`config.mk`:
```
export PLATFORM = sky130hd
export DESIGN_NAME = csf_regs
export DESIGN_NICKNAME = d
export VERILOG_FILES = /design/src/shared/csf_pkg.sv /design/src/verilog/csf_mem.sv /design/src/verilog/csf_sync.sv /design/src/verilog/csf_regs.sv
export SDC_FILE = /design/constraint.sdc
export NUM_CORES = 1
export LEC_CHECK = 0
export BUFFER_PORTS_ARGS = -buffer_cell sky130_fd_sc_hd__buf_2
export CORE_MARGIN = 4
export CORE_UTILIZATION = 59
export DETAILED_ROUTE_END_ITERATION = 6
export PLACE_DENSITY = 0.85
export SETUP_SLACK_MARGIN = 0.1
export SLEW_MARGIN = 20
export SYNTH_ARGS = -nofsm -noshare
export SYNTH_HDL_FRONTEND = slang
export SYNTH_SLANG_ARGS = --single-unit
```
`constraint.sdc`:
```
create_clock -name clk -period 4.57 [get_ports clk]
set_input_delay 0.457 -clock clk [delete_from_list [all_inputs] [get_ports clk]]
set_output_delay 0.457 -clock clk [all_outputs]
set_load 0.1 [all_outputs]
```
`src/shared/csf_pkg.sv`:
```
// Package for the contactless status, FIFO and mode register bank.
// Assumes a single 250 MHz system clock shared with the host port and engines.
package csf_pkg;
   localparam int CSF_DEPTH = 64;
   localparam logic [6:0] CSF_DEPTH_W = 7'h40;
   localparam int CSF_ID_BYTES = 10;
   localparam logic [3:0] CSF_ID_LAST = 4'h9;

   // Register offsets
   localparam logic [7:0] ADDR_ERROR = 8'h06;
   localparam logic [7:0] ADDR_STATUS1 = 8'h07;
   localparam logic [7:0] ADDR_STATUS2 = 8'h08;
   localparam logic [7:0] ADDR_FIFO_DATA = 8'h09;
   localparam logic [7:0] ADDR_FIFO_LEVEL = 8'h0a;
   localparam logic [7:0] ADDR_WATER = 8'h0b;
   localparam logic [7:0] ADDR_CONTROL = 8'h0c;
   localparam logic [7:0] ADDR_COLL = 8'h0e;
   localparam logic [7:0] ADDR_MODE = 8'h11;

   // Reset values
   localparam logic [5:0] WATER_RST = 6'h08;
   localparam logic [7:0] MODE_RST = 8'h3b;
   localparam logic [7:0] COLL_READ = 8'ha0;

   // Field positions
   localparam int ERR_OVFL = 4;
   localparam int ERR_COLL = 3;
   localparam int ERR_CRC = 2;
   localparam int ERR_PAR = 1;
   localparam int ERR_PROT = 0;
   localparam int LVL_FLUSH = 7;
   localparam int CTL_STOP = 7;
   localparam int CTL_START = 6;
   localparam int CTL_COPY = 5;
   localparam int ST2_FORCE = 6;
   localparam int MODE_SYNC = 6;
   localparam int MODE_DETOFF = 2;

   // Receive speeds
   localparam logic [2:0] SPEED_106 = 3'h0;

   // Checksum presets
   localparam logic [15:0] PRESET_0000 = 16'h0000;
   localparam logic [15:0] PRESET_6363 = 16'h6363;
   localparam logic [15:0] PRESET_A671 = 16'ha671;
   localparam logic [15:0] PRESET_FFFF = 16'hffff;
   localparam logic [7:0] SYNC_BYTE = 8'hf0;

   // Carrier band in Hz
   localparam int FREQ_LO_HZ = 12000000;
   localparam int FREQ_HI_HZ = 15000000;

   typedef enum logic [2:0] {
      XS_IDLE = 3'b000,
      XS_WAIT_SEND = 3'b001,
      XS_TX_WAIT = 3'b010,
      XS_SENDING = 3'b011,
      XS_RX_WAIT = 3'b100,
      XS_WAIT_DATA = 3'b101,
      XS_RECEIVING = 3'b110
   } csf_xstate_t;
endpackage

```
`src/verilog/csf_mem.sv`:
```
`timescale 1ns/100ps
// Byte memory for the 64-entry buffer, registered read data.
// Assumes the caller never writes and reads the same entry expecting bypass.
module csf_mem
   import csf_pkg::*;
(
   input wire logic clk,
   input wire logic we,
   input wire logic [5:0] waddr,
   input wire logic [7:0] wdata,
   input wire logic [5:0] raddr,
   output logic [7:0] rdata
);
   logic [7:0] mem [0:CSF_DEPTH-1];

   // Storage has no reset; read data registered every cycle
   always_ff @(posedge clk) begin
      if (we) begin
         mem[waddr] <= wdata;
      end
      rdata <= mem[raddr];
   end
endmodule

```
`src/verilog/csf_sync.sv`:
```
`timescale 1ns/100ps
// Three-stage synchroniser for a level from outside the clock domain.
// Output changes only once stages two and three agree.
module csf_sync
   import csf_pkg::*;
(
   input wire logic clk,
   input wire logic rst_n,
   input wire logic din,
   output logic dout
);
   typedef struct packed {
      logic s1;
      logic s2;
      logic s3;
      logic q;
   } csf_sync_t;
   csf_sync_t r, next_r;

   // Stage one feeds only stage two
   always_comb begin
      next_r = r;
      next_r.s1 = din;
      next_r.s2 = r.s1;
      next_r.s3 = r.s2;
      if (r.s2 == r.s3) begin
         next_r.q = r.s3;
      end
   end

   always_ff @(posedge clk or negedge rst_n) begin
      if (!rst_n) begin
         r <= '0;
      end else begin
         r <= next_r;
      end
   end

   assign dout = r.q;
endmodule

```
`src/verilog/csf_regs.sv`:
```
// The plain strobed port was decided locally.
`timescale 1ns/100ps
// Status, error, buffer and mode register bank of a contactless frontend.
// Assumes the host port and the receive, checksum and timer engines share clk.
// Notes on behaviour
// - Any write into a full buffer sets the overflow error flag.
// - Collision flag set on collision, cleared at receiver start, reads 1 above 106k.
// - Checksum fail flag set on bad receive checksum when enabled, cleared at start.
// - Parity fail flag set on parity error, cleared at receiver start.
// - Framing flag on bad start, initiator in anticollision, or close decoder pulses.
// - Carrier valid shows frequency strictly between 12 and 15 MHz.
// - Standalone checksum: zero status low while running, done flag at finish.
// - Combined interrupt status is any enabled request flag.
// - Timer active follows register start and stop, not the gate.
// - Field present bit is live, never latched.
// - Nearly full when 64 minus count is at most the threshold.
// - Nearly empty when count is at most the threshold.
// - Three-bit transceiver state is shown with fixed encodings.
// - Force fast filter bit selects high speed host bus filter.
// - Byte data port into 64-byte buffer; writes count up, reads down.
// - Clear strobe resets pointers and reads zero; clears overflow unless a full write lands that cycle.
// - Halt and go strobes stop or start timer and read zero.
// - Copy strobe loads ten identifier bytes into buffer then self-clears.
// - Last byte valid bits field is read only; zero means whole byte.
// - Sync enable waits for F0 before receiving and prepends F0 on send.
// - Error interrupt request set whenever any error flag is set.
// - Alert conditions latch into request flags until software clears.
module csf_regs
   import csf_pkg::*;
(
   input wire logic clk,
   input wire logic rst_n,
   input wire logic [7:0] addr,
   input wire logic [7:0] wdata,
   input wire logic wr,
   input wire logic rd,
   output logic [7:0] rdata,
   input wire logic eng_push,
   input wire logic [7:0] eng_push_data,
   output logic eng_push_ready,
   input wire logic eng_pop,
   output logic [7:0] eng_pop_data,
   input wire logic rx_start,
   input wire logic rx_collision,
   input wire logic rx_checksum_bad,
   input wire logic receive_checksum_enable,
   input wire logic [2:0] rx_speed,
   input wire logic rx_parity_bad,
   input wire logic rx_bad_sof,
   input wire logic autocoll_active,
   input wire logic initiator,
   input wire logic miller_short_pulse,
   input wire logic [31:0] carrier_freq_hz,
   input wire logic calc_start,
   input wire logic calc_done,
   input wire logic calc_result_zero,
   input wire logic [6:0] irq_enable,
   input wire logic [4:0] irq_other,
   input wire logic [1:0] irq_clear,
   output logic irq_status,
   output logic nearly_full_interrupt_request,
   output logic nearly_empty_interrupt_request,
   output logic error_interrupt_request,
   output logic timer_active_status,
   input wire logic timer_expired,
   input wire logic field_detect_pin,
   input wire logic [2:0] transceiver_state,
   output logic force_fast_filter,
   input wire logic [2:0] last_byte_valid_bits,
   output logic sync_byte_enable,
   output logic mode_detector_run,
   input wire logic [79:0] card_identifier,
   input wire logic [15:0] rf_preset,
   output logic [15:0] checksum_preset
);
   typedef struct packed {
      logic [5:0] wp;
      logic [5:0] rp;
      logic [6:0] cnt;
      logic ovfl;
      logic coll;
      logic crc_err;
      logic par;
      logic prot;
      logic crc_ok;
      logic crc_ready;
      logic calc_busy;
      logic timer_run;
      logic [5:0] water;
      logic force_fast;
      logic [7:0] mode;
      logic copying;
      logic [3:0] copy_idx;
      logic hi_irq;
      logic lo_irq;
      logic err_irq;
      logic rd_fifo_q;
      logic [7:0] rd_reg;
      logic [7:0] pop_data;
   } csf_regs_t;
   csf_regs_t r, next_r;

   logic field_on;
   logic [7:0] mem_rdata;
   logic push_host;
   logic push_any;
   logic [7:0] push_data;
   logic pop_any;
   logic [5:0] pop_addr;
   logic nearly_full;
   logic nearly_empty;
   logic freq_ok;
   logic flush;
   logic [7:0] err_byte;
   logic [7:0] st1_byte;

   csf_sync u_field (
      .clk(clk),
      .rst_n(rst_n),
      .din(field_detect_pin),
      .dout(field_on)
   );

   csf_mem u_mem (
      .clk(clk),
      .we(push_any && (r.cnt != CSF_DEPTH_W)),
      .waddr(r.wp),
      .wdata(push_data),
      .raddr(pop_addr),
      .rdata(mem_rdata)
   );

   // Buffer access sources; identifier copy has priority over engine pushes
   always_comb begin
      push_host = wr && (addr == ADDR_FIFO_DATA);
      flush = wr && (addr == ADDR_FIFO_LEVEL) && wdata[LVL_FLUSH];
      push_any = r.copying || push_host || eng_push;
      push_data = r.copying ? card_identifier[{r.copy_idx, 3'h0} +: 8]
                : (push_host ? wdata : eng_push_data);
      pop_any = ((rd && (addr == ADDR_FIFO_DATA)) || eng_pop) && (r.cnt != 7'h00);
      pop_addr = r.rp;
   end

   assign eng_push_ready = !r.copying && !push_host;

   // Thresholds
   always_comb begin
      nearly_full = ((CSF_DEPTH_W - r.cnt) <= {1'b0, r.water});
      nearly_empty = (r.cnt <= {1'b0, r.water});
      freq_ok = (carrier_freq_hz > FREQ_LO_HZ) && (carrier_freq_hz < FREQ_HI_HZ);
   end

   // Read views; collision reads one above base speed
   always_comb begin
      err_byte = '0;
      err_byte[ERR_OVFL] = r.ovfl;
      err_byte[ERR_COLL] = r.coll || (rx_speed != SPEED_106);
      err_byte[ERR_CRC] = r.crc_err;
      err_byte[ERR_PAR] = r.par;
      err_byte[ERR_PROT] = r.prot;
      st1_byte = {freq_ok, r.crc_ok, r.crc_ready, irq_status, r.timer_run,
                  field_on, nearly_full, nearly_empty};
   end

   // Next-state logic of the whole bank
   always_comb begin
      next_r = r;
      // Buffer pointers; a full write is dropped and flags overflow
      if (push_any && (r.cnt == CSF_DEPTH_W)) begin
         next_r.ovfl = 1'b1;
      end else if (flush) begin
         next_r.ovfl = 1'b0;
      end
      if (push_any && (r.cnt != CSF_DEPTH_W)) begin
         next_r.wp = r.wp + 6'h01;
      end
      if (pop_any) begin
         next_r.rp = r.rp + 6'h01;
      end
      case ({push_any && (r.cnt != CSF_DEPTH_W), pop_any})
         2'b10: next_r.cnt = r.cnt + 7'h01;
         2'b01: next_r.cnt = r.cnt - 7'h01;
         default: next_r.cnt = r.cnt;
      endcase
      if (flush) begin
         next_r.wp = '0;
         next_r.rp = '0;
         next_r.cnt = '0;
         next_r.copying = 1'b0;
      end
      // Receive errors: start-up clears, events set and win
      if (rx_start) begin
         next_r.coll = 1'b0;
         next_r.crc_err = 1'b0;
         next_r.par = 1'b0;
         next_r.prot = 1'b0;
      end
      if (rx_collision) begin
         next_r.coll = 1'b1;
      end
      if (rx_checksum_bad && receive_checksum_enable) begin
         next_r.crc_err = 1'b1;
      end
      if (rx_parity_bad) begin
         next_r.par = 1'b1;
      end
      if (rx_bad_sof || (autocoll_active && initiator) || miller_short_pulse) begin
         next_r.prot = 1'b1;
      end
      // Standalone checksum status
      if (calc_start) begin
         next_r.calc_busy = 1'b1;
         next_r.crc_ok = 1'b0;
         next_r.crc_ready = 1'b0;
      end else if (calc_done && r.calc_busy) begin
         next_r.calc_busy = 1'b0;
         next_r.crc_ok = calc_result_zero;
         next_r.crc_ready = 1'b1;
      end
      // Timer strobes; halt wins when both written; expiry stops the count
      if (wr && (addr == ADDR_CONTROL) && wdata[CTL_STOP]) begin
         next_r.timer_run = 1'b0;
      end else if (wr && (addr == ADDR_CONTROL) && wdata[CTL_START]) begin
         next_r.timer_run = 1'b1;
      end else if (timer_expired) begin
         next_r.timer_run = 1'b0;
      end
      // Identifier copy walks ten bytes, one per cycle
      if (wr && (addr == ADDR_CONTROL) && wdata[CTL_COPY] && !r.copying) begin
         next_r.copying = 1'b1;
         next_r.copy_idx = '0;
      end else if (r.copying) begin
         next_r.copy_idx = r.copy_idx + 4'h1;
         if (r.copy_idx == CSF_ID_LAST) begin
            next_r.copying = 1'b0;
         end
      end
      // Plain control writes
      if (wr && (addr == ADDR_WATER)) begin
         next_r.water = wdata[5:0];
      end
      if (wr && (addr == ADDR_STATUS2)) begin
         next_r.force_fast = wdata[ST2_FORCE];
      end
      if (wr && (addr == ADDR_MODE)) begin
         next_r.mode = wdata;
      end
      // Latched requests: a clear in the same cycle as the event loses
      if (irq_clear[1]) begin
         next_r.hi_irq = 1'b0;
      end
      if (irq_clear[0]) begin
         next_r.lo_irq = 1'b0;
      end
      if (nearly_full) begin
         next_r.hi_irq = 1'b1;
      end
      if (nearly_empty) begin
         next_r.lo_irq = 1'b1;
      end
      next_r.err_irq = |err_byte;
      // Register read data, one cycle after the strobe
      next_r.rd_fifo_q = rd && (addr == ADDR_FIFO_DATA) && (r.cnt != 7'h00);
      next_r.rd_reg = '0;
      if (rd) begin
         unique case (addr)
            ADDR_ERROR: next_r.rd_reg = err_byte;
            ADDR_STATUS1: next_r.rd_reg = st1_byte;
            ADDR_STATUS2: next_r.rd_reg = {1'b0, r.force_fast, 3'h0, transceiver_state};
            ADDR_FIFO_LEVEL: next_r.rd_reg = {1'b0, r.cnt};
            ADDR_WATER: next_r.rd_reg = {2'h0, r.water};
            ADDR_CONTROL: next_r.rd_reg = {2'h0, r.copying, 2'h0, last_byte_valid_bits};
            ADDR_COLL: next_r.rd_reg = COLL_READ;
            ADDR_MODE: next_r.rd_reg = r.mode;
            default: next_r.rd_reg = '0;
         endcase
      end
      next_r.pop_data = r.pop_data;
   end

   always_ff @(posedge clk or negedge rst_n) begin
      if (!rst_n) begin
         r <= '0;
         r.water <= WATER_RST;
         r.mode <= MODE_RST;
      end else begin
         r <= next_r;
      end
   end

   // Read data: buffer byte comes straight from the memory's register
   assign rdata = r.rd_fifo_q ? mem_rdata : r.rd_reg;
   assign eng_pop_data = mem_rdata;

   // Combined interrupt over latched and external request flags
   always_comb begin
      irq_status = |(irq_enable & {irq_other[4:2], r.hi_irq, r.lo_irq, r.err_irq,
                                   irq_other[0]});
   end

   assign nearly_full_interrupt_request = r.hi_irq;
   assign nearly_empty_interrupt_request = r.lo_irq;
   assign error_interrupt_request = r.err_irq;
   assign timer_active_status = r.timer_run;
   assign force_fast_filter = r.force_fast;
   assign sync_byte_enable = r.mode[MODE_SYNC];
   assign mode_detector_run = autocoll_active && !r.mode[MODE_DETOFF];

   // Preset table for the standalone command, engine choice during RF traffic
   always_comb begin
      if (r.calc_busy) begin
         unique case (r.mode[1:0])
            2'b00: checksum_preset = PRESET_0000;
            2'b01: checksum_preset = PRESET_6363;
            2'b10: checksum_preset = PRESET_A671;
            2'b11: checksum_preset = PRESET_FFFF;
         endcase
      end else begin
         checksum_preset = rf_preset;
      end
   end
endmodule

```
==> flow_summary_export.csv <==
group,metric,value,unit
status,status,"completed",
power,powerDensity,576.9,mW/mm^2
floorplanning,ios,236,
logic_synthesis,synth_area,0.02462,sq mm
placement,place_hpwl,40.61,mm
logic_synthesis,synth_ff_type,"edfxtp_1",
worst_setup_path,r2r_end,"r[55]",
logic_synthesis,syn_inst,1349,
clocking,clock_tree.root_cell,"clkbuf_16",
global_routing,grt_first_pass_wirelength,94.86,mm
clocking,clk_latency,0.62,ns
logic_synthesis,ys_ff_latch,584,
logic_synthesis,yosys_warnings,0,
cells_and_area,nNetsFinal,1837,
worst_setup_path,worst_ep_arrival_time,3.96,ns
cells_and_area,area_growth,15.36,%
clocking,clock_sinks,584,
sta,worst_clock_skew,0.01617,ns
clocking,clockBufferDepth,3,
sta,slew_violations,0,
min_path,min_to,"nearly_full_interrupt_request",
run,maxCapViolations,0,
sta,rsz0062_at_grt,"no",
global_routing,grt_max_degree,65,
logic_synthesis,synth_xor_area_frac,0.007828,
placement,portBuffers,234,
floorplanning,start_util,0.6001,
route,wire_per_inst,29.26,um
min_path,worstHoldStart,"irq_clear[1]",
global_routing,grt_pass1_vias,14590,
logic_synthesis,synthMuxAreaShare,0.1826,
worst_setup_path,critical-path-max-stage-delay,0.66,ns
floorplanning,die-area,0.04505,sq mm
logic_synthesis,synth_top_family_by_area,"multiplexers",
sta,setup_viol_count_final,0,
sta,hold_viol,0,
worst_setup_path,critPathKind,"flop to flop",
floorplanning,die_y,212.3,um
min_path,hold_class,"primary input to flop",
sta,worst_pin_slew,1.004,ns
logic_synthesis,ys_seq_area_frac,0.6965,
floorplanning,placementRows,74,
sta,layout_min_cycle_time,3.464,ns
logic_synthesis,synth_fa_ha_area_frac,0.009556,
worst_setup_path,r2r_cells,13,
worst_setup_path,cp_max_fo,11,
sta,fmax,0.2886,GHz
global_routing,grt-ovfl-total,0,
logic_synthesis,yosysUniqueCellTypes,65,
worst_setup_path,start_kind,"flop",
global_routing,track_usage,0.2867,
clocking,cts_tree,"done",
logic_synthesis,yosys.area_share.simple,0.05103,
logic_synthesis,synth_nets,1562,
min_path,holdPathStages,2,
power,irDropWorstVdd,0.0005053,V
clocking,cts_max_level,2,
logic_synthesis,syn_area_per_cell,18.25,sq um
route,viasPerCell,6.547,
worst_setup_path,required,5.06,ns
global_routing,antenna_found_initial,1,
sta,final.setup.tns,0,ns
clocking,cts_resized,0,
power,p_leak,9.911,nW
route,wirelength,64.34,mm
sta,period_share,0.7581,
global_routing,grt_util_met3,0.04781,
cells_and_area,drive_above_1_share,0.3557,
logic_synthesis,synth_edf_count,512,
clocking,clk_pin_slew,0.07,ns
cells_and_area,seqCellArea,0.01715,sq mm
global_routing,grt.busiest_layer,"met2",
cells_and_area,diodes,0,
logic_synthesis,synth-compound-area-share,0.03604,
route,num_vias,14400,
worst_setup_path,worst-r2r-setup-slack,1.11,ns
sta,max_slew_margin,0.3281,
clocking,cts_buffers,56,
cells_and_area,final_util,0.6923,
route,drc,0,
cells_and_area,multiInputGateArea,0.007156,sq mm
worst_setup_path,r2r-start,"r[50]",
placement,place.gp.congestion,0.8991,
floorplanning,coreArea,0.04102,sq mm
worst_setup_path,crit_chain,"inv_1, ha_1, nand2b_1, nor4b_2, a211o_1, xnor2_1, ha_1, inv_1, nand2_1, o41a_1, o32ai_2, xnor2_1, nor2_1",
route,antenna_left,0,
route,drt_iter0_markers,1667,
logic_synthesis,async_reset_ff_frac,0.1096,
route,firstDrtPassIters,7,
global_routing,use_met1,0.3800,
worst_setup_path,cpMaxStageDelayCell,"nor4b_2",
floorplanning,die_w,212.3,um
cells_and_area,fillCellCount,2449,
worst_setup_path,cp-end-kind,"flop",
global_routing,met2_usage,0.4855,
-- worst max-delay path, delay by kind of cell (launching register included) --
kind / cells / cell delay (ns)
adder cells (fa/ha/maj): 2 / 0.46
AO/OA/AOI/OAI: 3 / 0.97
buffers and inverters: 2 / 0.20
flip-flops: 1 / 0.48
XOR/XNOR: 2 / 0.28
AND/OR/NAND/NOR: 4 / 0.94
-- power by group --
| group | switching (mW) | internal (mW) | leakage [nW] | total (mW) |
|---|---|---|---|---|
| clock | 1.99 | 2.33 | 0.842 | 4.32 |
| sequential | 0.634 | 6.26 | 5.47 | 6.89 |
| combinational | 2.87 | 2.30 | 3.60 | 5.17 |
| total | 5.49 | 10.9 | 9.91 | 16.4 |
-- timing repair --
action | CTS | global route
endpoints found under the setup margin | 0 | 0
endpoints found under the hold margin | 29 | 0
setup buffers | 0 | 0
hold buffers | 3 | 0
-- sequential cells by signal, summed over array words and instances (netlist names) --
signal / flops
err_byte: 4
u_mem.mem: 512
timer_active_status: 1
u_field.dout: 1
sync_byte_enable: 1
nearly_empty_interrupt_request: 1
error_interrupt_request: 1
nearly_full_interrupt_request: 1
r: 44
pop_addr: 6
u_field.next_r: 2
force_fast_filter: 1
u_mem.rdata: 8
u_field.r: 1
-- how the worst max path moves through the flow --
stage               cells past startpoint  slack, ns     from                to
floorplan                               5       0.70  addr[0]   u_mem.mem[0][0]
global placement                        6       1.04  addr[3]  u_mem.mem[19][3]
detailed placement                      6       0.88  addr[3]  u_mem.mem[25][0]
CTS                                    13       1.16    r[50]             r[55]
global route                           13       0.86    r[50]             r[55]
finish                                 13       1.11    r[50]             r[55]
-- cells in the mapped netlist (3+ instances only) --
cell type / count / area share
a211oi_1: 3 / 0.00091
a21o_1: 6 / 0.0018
a21oi_1: 21 / 0.0043
a221oi_1: 3 / 0.0011
a222oi_1: 3 / 0.0012
a22o_1: 5 / 0.0018
a22oi_1: 23 / 0.0070
a31oi_1: 6 / 0.0015
and2_1: 3 / 0.00076
buf_1: 13 / 0.0020
buf_2: 13 / 0.0026
clkbuf_1: 45 / 0.0069
dfrtp_1: 58 / 0.059
dfstp_2: 6 / 0.0064
dfxtp_1: 8 / 0.0065
edfxtp_1: 512 / 0.62
ha_1: 18 / 0.0091
inv_1: 30 / 0.0046
mux2_2: 24 / 0.011
mux2i_1: 26 / 0.011
mux4_2: 176 / 0.16
nand2_1: 56 / 0.0085
nand3_1: 25 / 0.0051
nand3b_1: 3 / 0.00091
nand4_1: 10 / 0.0025
nor2_1: 115 / 0.018
nor2b_1: 11 / 0.0028
nor3_1: 4 / 0.00081
nor3b_1: 4 / 0.0012
nor4_1: 8 / 0.0020
nor4b_1: 3 / 0.0011
o21a_1: 3 / 0.00091
o21ai_0: 30 / 0.0061
o22ai_1: 13 / 0.0033
o31a_1: 3 / 0.0011
or3_1: 4 / 0.0010
xnor2_1: 14 / 0.0050
xor2_1: 8 / 0.0028
-- cell usage in the layout (no fill, tap or decap), types with 11 or more instances in the layout --
| master | Yosys | routed |
|---|---|---|
| nor2b_1 | 11 | 11 |
| o21ai_0 | 30 | 22 |
| clkbuf_16 | 0 | 57 |
| clkinv_2 | 0 | 16 |
| inv_1 | 30 | 30 |
| nand2_1 | 56 | 56 |
| buf_2 | 13 | 234 |
| mux4_2 | 176 | 176 |
| clkinv_1 | 0 | 11 |
| a21oi_1 | 21 | 21 |
| mux2i_1 | 26 | 26 |
| nand3_1 | 25 | 25 |
| dfrtp_1 | 58 | 55 |
| nor2_1 | 115 | 115 |
| ha_1 | 18 | 18 |
| o22ai_1 | 13 | 13 |
| xnor2_1 | 14 | 14 |
| mux2_2 | 24 | 24 |
| edfxtp_1 | 512 | 512 |
| a22oi_1 | 23 | 23 |
| buf_4 | 0 | 50 |
-- kinds of logic after synthesis --
| logic type | after synthesis |
|---|---|
| flip-flops | 584 |
| adder cells (fa/ha/maj) | 19 |
| multiplexers | 226 |
| AND/OR/NAND/NOR | 264 |
| buffers and inverters | 102 |
| XOR/XNOR | 22 |
| AO/OA/AOI/OAI | 132 |
-- cell type report --
cell class,count,share of cell area
Inverter,30,0.003965
Clock inverter,32,0.006785
Tap cell,532,0.02344
Timing Repair Buffer,289,0.05693
Sequential cell,584,0.6040
Multi-Input combinational cell,663,0.2520
Clock buffer,69,0.05287
-- per-stage QoR --
| step | worst slack [ns] | hold WS [ns] | total power, mW | instance area [sq um] | cells |
|---|---|---|---|---|---|
| after floorplan | 0.7048 | 0.1614 | 10.46 | 24620 | 1349 |
| final | 1.106 | 0.02113 | 16.38 | 28400 | 2199 |
| after global placement | 1.037 | 0.3466 | 11.87 | 26670 | 2095 |
| after CTS | 1.158 | 0.002090 | 16.42 | 28400 | 2199 |
| after detailed placement | 0.8816 | 0.3393 | 12.06 | 26670 | 2095 |
| after global routing | 0.8567 | 0.02044 | 16.99 | 28400 | 2199 |
-- layer usage --
layer  part of all wire  wire [um]
met5                  0          0
met4              0.039       2507
met3              0.084       5425
met2               0.52      33290
met1               0.36      23110
(Power assumes the default switching activity.)
